**config.mk**
```make
export PLATFORM = sky130hd
export DESIGN_NAME = fbp_top
export DESIGN_NICKNAME = d
export VERILOG_FILES = /design/src/design/fbp_nv_store.v /design/src/design/fbp_top.v
export VERILOG_INCLUDE_DIRS = /design/src /design/src/include
export SDC_FILE = /design/constraint.sdc
export NUM_CORES = 1
export LEC_CHECK = 0
export BUFFER_PORTS_ARGS = -buffer_cell sky130_fd_sc_hd__buf_2
export CORE_MARGIN = 2
export CORE_UTILIZATION = 50
export CTS_CLUSTER_SIZE = 12
export DETAILED_ROUTE_END_ITERATION = 7
export PLACE_DENSITY_LB_ADDON = 0.3
export SETUP_SLACK_MARGIN = 0.1
export SYNTH_ARGS = -nofsm -noshare
export SYNTH_HDL_FRONTEND = slang
export SYNTH_HIERARCHICAL = 1
export SYNTH_SLANG_ARGS = --single-unit
```
**constraint.sdc**
```tcl
create_clock -name pclk -period 2.8 [get_ports pclk]
set_input_delay 0.28 -clock pclk [delete_from_list [all_inputs] [get_ports pclk]]
set_output_delay 0.28 -clock pclk [all_outputs]
set_load 0.1 [all_outputs]
```
**src/include/fbp_defs.vh**
```
`ifndef FBP_DEFS_VH
`define FBP_DEFS_VH

// Register byte offsets on the APB slave
`define FBP_OFF_ADDR 12'h000
`define FBP_OFF_CTRL 12'h008
`define FBP_OFF_RIS 12'h00C
`define FBP_OFF_IMASK 12'h010
`define FBP_OFF_MISC 12'h014
`define FBP_OFF_RDEN 12'h130
`define FBP_OFF_PGEN 12'h134
`define FBP_OFF_PORCTL 12'h200

// Control register fields
`define FBP_CTRL_WRITE 0
`define FBP_CTRL_ERASE 1
`define FBP_CTRL_COMMIT 3

// Interrupt bit positions
`define FBP_IRQ_ACCESS 0
`define FBP_IRQ_DONE 1

// Protection layout
`define FBP_NBLK 8
`define FBP_DBG_HI 31
`define FBP_DBG_LO 30
`define FBP_DBG_ON 2'h2
`define FBP_DBG_MASK 32'hC000_0000
`define FBP_RDEN_RST 32'h8000_00FF
`define FBP_PGEN_RST 32'h0000_00FF
`define FBP_DBG_COMMIT_ADDR 32'h0000_0900
`define FBP_BLK_LO 11
`define FBP_BLK_HI 13

// Timing: 1 us busy time per operation at 200 MHz
`define FBP_OP_NS 1000
`define FBP_CLK_NS 5
`define FBP_OP_CYC (`FBP_OP_NS / `FBP_CLK_NS)
`define FBP_CNT_W 8

`endif

```
**src/design/fbp_nv_store.v**
```verilog
`timescale 1ns/1ps
`include "fbp_defs.vh"

// Committed (non-volatile) copy of the protection sets; only reset by
// the factory-default reset value, never by power-on reset.
module fbp_nv_store (
    input wire pclk,
    input wire factory_rstn,
    input wire commit_pg,
    input wire commit_rd,
    input wire [31:0] pg_live,
    input wire [31:0] rd_live,
    output reg [31:0] pg_nv_q,
    output reg [31:0] rd_nv_q
);

    // Commit copies only cleared bits; a committed zero never returns
    always @(posedge pclk or negedge factory_rstn) begin
        if (!factory_rstn) begin
            pg_nv_q <= `FBP_PGEN_RST;
            rd_nv_q <= `FBP_RDEN_RST;
        end else begin
            if (commit_pg) begin
                pg_nv_q <= pg_nv_q & pg_live;
            end
            if (commit_rd) begin
                rd_nv_q <= rd_nv_q & rd_live;
            end
        end
    end

endmodule

```
**src/design/fbp_top.v**
```verilog
`timescale 1ns/1ps
`include "fbp_defs.vh"

// What this block does
// - Program-enable and read-enable sets, one bit per 2-KB block, 32-bit each.
// - Program-enable one allows program/erase; zero refuses any change.
// - Read-enable one allows data reads; zero allows instruction fetch only.
// - Both bits act independently, giving four protection combinations.
// - Data read of a read-protected block is refused with a bus fault.
// - Program/erase on protected block flags access violation; irq if masked in.
// - Factory state has all implemented block bits at one.
// - Software can only clear bits; commit makes clears permanent.
// - Power-on reset restores uncommitted bits to committed values.
// - Commit requested via control register saves the selected set.
// - Programming-done flag sets when program or erase finishes.
// - Raw flags always visible; masked = raw and mask; masked drives irq.
// - Writing one to masked-status-clear clears raw and masked flag.
// - Debug port access allowed only while debug field equals 0x2.
// - Committed cleared debug field never returns to factory value.
// - Committed debug disable takes effect only from next power-up.
// - Debug disable leaves scan test access port fully working.
// - Address 0x900 commits debug field with read-enable clears.
module fbp_top (
    input wire pclk,
    input wire presetn,
    input wire factory_rstn,
    input wire [11:0] paddr,
    input wire psel,
    input wire penable,
    input wire pwrite,
    input wire [31:0] pwdata,
    output reg [31:0] prdata,
    output wire pready,
    output wire pslverr,
    input wire [31:0] flash_addr,
    input wire flash_fetch,
    input wire flash_data_rd,
    output wire flash_read_fault,
    input wire jtag_swd_dap_req,
    output wire debug_access_port_en,
    output wire scan_tap_en,
    output wire flash_op_busy,
    output wire flash_op_start,
    output wire flash_irq
);

    // Sequencer states, one-hot
    localparam ST_IDLE = 3'b001;
    localparam ST_BUSY = 3'b010;
    localparam ST_DONE = 3'b100;

    // Software-visible and sequencer state
    reg [31:0] addr_q;
    reg [3:0] ctrl_q;
    reg [1:0] ris_q;
    reg [1:0] ris_d;
    reg [1:0] imask_q;
    reg [31:0] pg_q;
    reg [31:0] rd_q;
    reg [1:0] dbg_lat_q;
    reg por_load_q;
    reg [2:0] st_q;
    reg [2:0] st_d;
    reg [`FBP_CNT_W-1:0] cnt_q;
    reg is_commit_q;
    reg [1:0] dap_sync_q;
    wire [31:0] pg_nv;
    wire [31:0] rd_nv;
    wire wr_acc;
    wire rd_acc;
    wire op_req;
    wire op_start;
    wire commit_req;
    wire viol;
    wire [2:0] tgt_blk;
    wire [2:0] rd_blk;
    wire commit_pg;
    wire commit_rd;
    wire [31:0] blk_mask;
    wire [1:0] mis;
    wire done_evt;
    wire [`FBP_NBLK-1:0] blk_prog_ok;
    wire [`FBP_NBLK-1:0] blk_read_ok;

    // Single-cycle APB slave, never stalls
    assign pready = 1'b1;
    assign pslverr = 1'b0;
    assign wr_acc = psel & penable & pwrite;
    assign rd_acc = psel & penable & ~pwrite;

    // Only implemented blocks carry protection bits
    assign blk_mask = {{(32 - `FBP_NBLK){1'b0}}, {`FBP_NBLK{1'b1}}};

    // Per-block policy bits; each pair is decoded on its own
    genvar gi;
    generate
        for (gi = 0; gi < `FBP_NBLK; gi = gi + 1) begin : g_blk
            assign blk_prog_ok[gi] = pg_q[gi];
            assign blk_read_ok[gi] = rd_q[gi];
        end
    endgenerate

    // Target block of a program/erase, from flash address register
    assign tgt_blk = addr_q[`FBP_BLK_HI:`FBP_BLK_LO];
    assign op_req = wr_acc && (paddr == `FBP_OFF_CTRL) && (st_q == ST_IDLE);
    assign commit_req = op_req & pwdata[`FBP_CTRL_COMMIT];

    // Program/erase blocked by a cleared program-enable bit
    assign viol = op_req & ~pwdata[`FBP_CTRL_COMMIT]
                  & (pwdata[`FBP_CTRL_WRITE] | pwdata[`FBP_CTRL_ERASE])
                  & ~blk_prog_ok[tgt_blk];
    assign op_start = op_req & ~pwdata[`FBP_CTRL_COMMIT]
                      & (pwdata[`FBP_CTRL_WRITE] | pwdata[`FBP_CTRL_ERASE])
                      & blk_prog_ok[tgt_blk];
    assign flash_op_start = op_start;
    assign flash_op_busy = (st_q == ST_BUSY);

    // Commit target selection; 0x900 also takes the read set
    assign commit_pg = (st_q == ST_DONE) && is_commit_q
                       && (addr_q != `FBP_DBG_COMMIT_ADDR) && addr_q[0];
    assign commit_rd = (st_q == ST_DONE) && is_commit_q
                       && ((addr_q == `FBP_DBG_COMMIT_ADDR) || !addr_q[0]);

    // Committed copy sits outside the power-on reset so clears survive it
    fbp_nv_store u_nv (
        .pclk(pclk),
        .factory_rstn(factory_rstn),
        .commit_pg(commit_pg),
        .commit_rd(commit_rd),
        .pg_live(pg_q),
        .rd_live(rd_q),
        .pg_nv_q(pg_nv),
        .rd_nv_q(rd_nv)
    );

    // Operation sequencer: fixed busy time for commit and program/erase
    always @* begin
        st_d = st_q;
        case (st_q)
            ST_IDLE: begin
                if (op_start | commit_req) begin
                    st_d = ST_BUSY;
                end
            end
            ST_BUSY: begin
                if (cnt_q == `FBP_OP_CYC - 1) begin
                    st_d = ST_DONE;
                end
            end
            ST_DONE: begin
                st_d = ST_IDLE;
            end
            default: begin
                st_d = ST_IDLE;
            end
        endcase
    end

    // State, busy counter and commit marker
    always @(posedge pclk or negedge presetn) begin
        if (!presetn) begin
            st_q <= ST_IDLE;
            cnt_q <= {`FBP_CNT_W{1'b0}};
            is_commit_q <= 1'b0;
        end else begin
            st_q <= st_d;
            if (st_q == ST_BUSY) begin
                cnt_q <= cnt_q + 1'b1;
            end else begin
                cnt_q <= {`FBP_CNT_W{1'b0}};
            end
            if (st_q == ST_IDLE) begin
                is_commit_q <= commit_req;
            end
        end
    end

    assign done_evt = (st_q == ST_DONE) && !is_commit_q;

    // Control register: bits stay set while busy, clear on completion
    always @(posedge pclk or negedge presetn) begin
        if (!presetn) begin
            ctrl_q <= 4'h0;
        end else if (op_start | commit_req) begin
            ctrl_q <= pwdata[3:0];
        end else if (st_q == ST_DONE) begin
            ctrl_q <= 4'h0;
        end
    end

    // Address and mask registers
    always @(posedge pclk or negedge presetn) begin
        if (!presetn) begin
            addr_q <= 32'h0000_0000;
            imask_q <= 2'h0;
        end else begin
            if (wr_acc && paddr == `FBP_OFF_ADDR && st_q == ST_IDLE) begin
                addr_q <= pwdata;
            end
            if (wr_acc && paddr == `FBP_OFF_IMASK) begin
                imask_q <= pwdata[1:0];
            end
        end
    end

    // Raw flags: a new event wins over a same-cycle clear
    always @* begin
        ris_d = ris_q;
        if (wr_acc && paddr == `FBP_OFF_MISC) begin
            ris_d = ris_q & ~pwdata[1:0];
        end
        if (viol) begin
            ris_d[`FBP_IRQ_ACCESS] = 1'b1;
        end
        if (done_evt) begin
            ris_d[`FBP_IRQ_DONE] = 1'b1;
        end
    end

    // Raw flag storage
    always @(posedge pclk or negedge presetn) begin
        if (!presetn) begin
            ris_q <= 2'h0;
        end else begin
            ris_q <= ris_d;
        end
    end

    assign mis = ris_q & imask_q;
    assign flash_irq = |mis;

    // Live protection sets: reload from committed copy after power-on
    // reset, since reset can only load constants
    always @(posedge pclk or negedge presetn) begin
        if (!presetn) begin
            por_load_q <= 1'b1;
            pg_q <= `FBP_PGEN_RST;
            rd_q <= `FBP_RDEN_RST;
        end else if (por_load_q) begin
            por_load_q <= 1'b0;
            pg_q <= pg_nv;
            rd_q <= rd_nv;
        end else if (wr_acc && paddr == `FBP_OFF_PGEN) begin
            pg_q <= pg_q & pwdata & blk_mask;
        end else if (wr_acc && paddr == `FBP_OFF_RDEN) begin
            rd_q <= rd_q & pwdata & (blk_mask | `FBP_DBG_MASK);
        end
    end

    // Debug field latched once per power-up from committed value
    always @(posedge pclk or negedge presetn) begin
        if (!presetn) begin
            dbg_lat_q <= 2'h0;
        end else if (por_load_q) begin
            dbg_lat_q <= rd_nv[`FBP_DBG_HI:`FBP_DBG_LO];
        end
    end

    // Debug request pin crosses into pclk domain
    always @(posedge pclk or negedge presetn) begin
        if (!presetn) begin
            dap_sync_q <= 2'h0;
        end else begin
            dap_sync_q <= {dap_sync_q[0], jtag_swd_dap_req};
        end
    end

    assign debug_access_port_en = dap_sync_q[1]
                                  & (dbg_lat_q == `FBP_DBG_ON) & ~por_load_q;
    assign scan_tap_en = 1'b1;

    // Data read fault; instruction fetch always allowed
    assign rd_blk = flash_addr[`FBP_BLK_HI:`FBP_BLK_LO];
    assign flash_read_fault = flash_data_rd & ~flash_fetch & ~blk_read_ok[rd_blk];

    // Read mux, registered at the setup edge so it stands in the access phase
    // Limitation: the value is one cycle old by the access edge
    always @(posedge pclk or negedge presetn) begin
        if (!presetn) begin
            prdata <= 32'h0000_0000;
        end else if (psel && !penable && !pwrite) begin
            case (paddr)
                `FBP_OFF_ADDR: prdata <= addr_q;
                `FBP_OFF_CTRL: prdata <= {28'h000_0000, ctrl_q};
                `FBP_OFF_RIS: prdata <= {30'h0000_0000, ris_q};
                `FBP_OFF_IMASK: prdata <= {30'h0000_0000, imask_q};
                `FBP_OFF_MISC: prdata <= {30'h0000_0000, mis};
                `FBP_OFF_RDEN: prdata <= rd_q;
                `FBP_OFF_PGEN: prdata <= pg_q;
                default: prdata <= 32'h0000_0000;
            endcase
        end
    end

endmodule

```
==> results by group <==
Run status
  • Status: completed

Yosys
  • Seq/Total Area, Yosys: 0.5693
  • Synth Flop Type: dfrtp_1
  • Async SR Flop Fraction: 1.000
  • Adder-Cell Fraction of Synth Area: 0.001301
  • Combinational family with the most area after synthesis: compound AO/OA/AOI/OAI gates
  • Mapped Area: 9618 µm²
  • Synthesized area per cell: 10.95 µm²
  • Syn Inst Count: 878
  • Yosys warns: 6
  • #FFs+latches synth: 217
  • Compound-cell area share of the yosys netlist: 0.1716
  • Simple-Gate Fraction of Synth Area: 0.1071
  • Netlist cell types: 51
  • Post-synthesis mux area share: 0.08729
  • Post-Synth XOR/XNOR Area: 0.005464
  • EDFF count, synth: 0

Critical path
  • Max FO, Critical Path: 4
  • Worst Reg-to-Reg Cells: 5
  • Startpoint Class: input pin
  • CP Data Required Time: 2.52 ns
  • Critical path data arrival time: 2.39 ns
  • CP Capture Type: output port
  • Kind of critical path: in -> out

Power
  • Final Total Pwr: 0.006352 W
  • Clock share of power: 0.464
  • PD cells: 555.1 nW/µm²
  • Leakage power total: 5.095 nW
  • Maximum vdd drop: 0.4682 mV
  • Sw Ratio: 0.2219
  • Sequential share of power: 0.497
  • Switch Pwr: 0.001410 W
  • Logic pwr share: 0.039
  • Internal: 0.004942 W

Placed design
  • Routability cong.: 0.7609
  • Port-buffer cells: 92
  • Detailed Place HPWL: 13.48 mm

Finish
  • Multi-input gate area: 3676 µm²
  • Layout cell share with drive strength beyond 1: 0.2996
  • Commonest non-fill, non-tap cells in the layout: dfrtp_1 (181), nand2_1 (154), o21ai_0 (116)
  • Diodes inserted: 0
  • Fillcell total: 1,548
  • Layout area overhead: 18.98%
  • Final net count: 1,078
  • Flip-flop and latch area: 5479 µm²
  • Most common cell after layout, fill and taps aside: dfrtp_1

STA
  • Hold violation count in the final report: 0
  • Crit path time final: 2.665 ns
  • Tightest Pin Transition: 0.7037 ns
  • RSZ-0062 raised after global routing: false
  • Max_slew headroom: 0.5187
  • Max-slew violations: 0
  • Clk_skew: 0.01090 ns
  • Finish-stage setup viols: 0
  • Crit share post-route: 0.9518
  • Achievable Freq: 0.3752 GHz
  • Setup TNS: 0 ns

Floorplanning
  • Core Area: 18,770 µm²
  • Die H: 142.7 µm
  • Row count: 50
  • Boundary Pins: 125
  • Die Area: 20,360 µm²
  • Die width: 142.7 µm
  • Initial Util: 0.5125

GRT
  • GRT overflow: 0
  • Gr usage total: 0.2228
  • Initial antenna violation count: 0
  • First-pass GRT wire length: 36.07 mm
  • Largest net degree at the start of global routing: 74
  • Number of global-route vias before repair: 6,913

Route
  • Post-DR vias/cell: 5.445
  • DRT Pass-1 Iters: 5
  • DRT iter0 DRCs: 280
  • # DRC: 0
  • Routed Antenna Nets: 0
  • Vias: 6,763
  • Wire length per cell: 17.55 µm
  • Aggregate routed wire length: 21.80 mm

CTS
  • CTS tree: built
  • CTS Sinks: 217
  • CTS Buffer Depth: 3
  • H-Tree Level Count: 1
  • Root Driver: clkbuf_16
  • Clock transition at path regs: 0.06 ns
  • Num CTS Buffers: 23
  • Clk_lat worst skew: 0.52 ns

Flow run
  • Maxcap violations: 0

Min path
  • Hold Path Class: in -> reg
  • Worst hold path depth: 2
-- power by group through the flow --
| stage | logic, W | registers, W | clock network (W) |
|---|---|---|---|
| floorplan | 0.0000907 | 0.00320 | 0 |
| global placement | 0.000225 | 0.00321 | 0 |
| detailed placement | 0.000225 | 0.00321 | 0 |
| CTS | 0.000254 | 0.00316 | 0.00299 |
| global route | 0.000277 | 0.00315 | 0.00313 |
| finish | 0.000250 | 0.00316 | 0.00295 |
-- cell type report --
class                   instances  area share
clock buffers                  39     0.06167
clock inverters                 2    0.002187
inverters                      74     0.02427
multi-input cells             535      0.3212
flip-flops and latches        217      0.4788
well taps                     234     0.02558
repair buffers                141     0.08627
-- registers in the layout (all words and copies together) (netlist names), 4 cells and up --
name and count:
addr_q 32, u_nv/pg_nv_q 32, cnt_q 8, rd_q 32, pg_q 32, u_nv/rd_nv_q 32
prdata 32, ctrl_q 4
-- stage by stage --
step           cell area, µm²  instances  setup WS, ns  hold slack (ns)    util
3_3_place_gp            10420       1174        0.1075           0.2787  0.5552
4_1_cts                 11420       1240        0.1269         0.002573  0.6087
6_report                11440       1242        0.1348          0.01568  0.6097
3_5_place_dp            10420       1174       0.08585           0.2762  0.5552
2_1_floorplan            9649        880       0.01398         -0.01559       -
5_1_grt                 11440       1242       0.05550         0.005614  0.6097
-- synthesized netlist by cell type (3+ instances only) --
master / instances / share of area
and3_1: 6 / 0.0039
nand2_1: 154 / 0.060
xor2_1: 4 / 0.0036
inv_1: 74 / 0.029
o21ai_0: 116 / 0.060
a221oi_1: 6 / 0.0055
dfstp_2: 36 / 0.098
buf_4: 6 / 0.0047
mux2i_1: 4 / 0.0042
dfrtp_1: 181 / 0.47
clkbuf_1: 39 / 0.015
nand3_1: 9 / 0.0047
nor4b_1: 3 / 0.0027
buf_6: 6 / 0.0070
nor2_1: 19 / 0.0074
a21boi_0: 4 / 0.0031
mux2_1: 30 / 0.035
mux2_2: 37 / 0.043
or4_1: 4 / 0.0031
nor3b_1: 4 / 0.0031
a21boi_2: 60 / 0.070
nor2b_1: 6 / 0.0039
a22oi_1: 28 / 0.022
-- critical path: stages --
cell	delay [ns]
buf_2	0.10
or4_4	0.52
or4_1	0.54
buf_4	0.22
nor3_4	0.22
nand3_2	0.15
nor2_4	0.17
buf_12	0.18
-- kinds of logic (layout without fill, tap and decap cells) --
| group | after synthesis | in the layout |
|---|---|---|
| buffers and inverters | 128 | 256 |
| AOI/OAI and AO/OA | 227 | 227 |
| and+or+nand+nor | 224 | 224 |
| muxes | 73 | 73 |
| other | 2 | 4 |
| adders and majority gates | 1 | 1 |
| xor gates and xnor gates | 6 | 6 |
| DFF | 217 | 217 |
-- layer usage --
layer  routed length, µm  vias up  part of all wire  global-route usage
met1               10000     3415              0.46              0.3038
met2               10840      112              0.50              0.3861
li1                    -     3213                 -                   -
met4                 287        0             0.013             0.04117
met5                   0        -                 0                   0
met3                 661       23             0.030             0.03152
-- final timing paths --
check | end | slack, ns | start
worst max-delay path | flash_op_start | 0.13 | paddr[9]
worst min-delay path | addr_q[17] | 0.02 | pwdata[17]
worst max register to register | ctrl_q[2] | 0.70 | addr_q[11]
worst min register to register | dap_sync_q[1] | 0.35 | dap_sync_q[0]
max in group asynchronous | u_nv/pg_nv_q[24] | 1.78 | factory_rstn
min in group asynchronous | u_nv/pg_nv_q[12] | 0.27 | factory_rstn
-- timing repair --
item	CTS	global route
pin swaps	2	3
setup endpoints to repair	1	1
gates resized for setup	5	1
hold endpoints to repair	68	1
hold buffers	24	1
buffers inserted	1	1
Power figures use the tool's default switching activity.
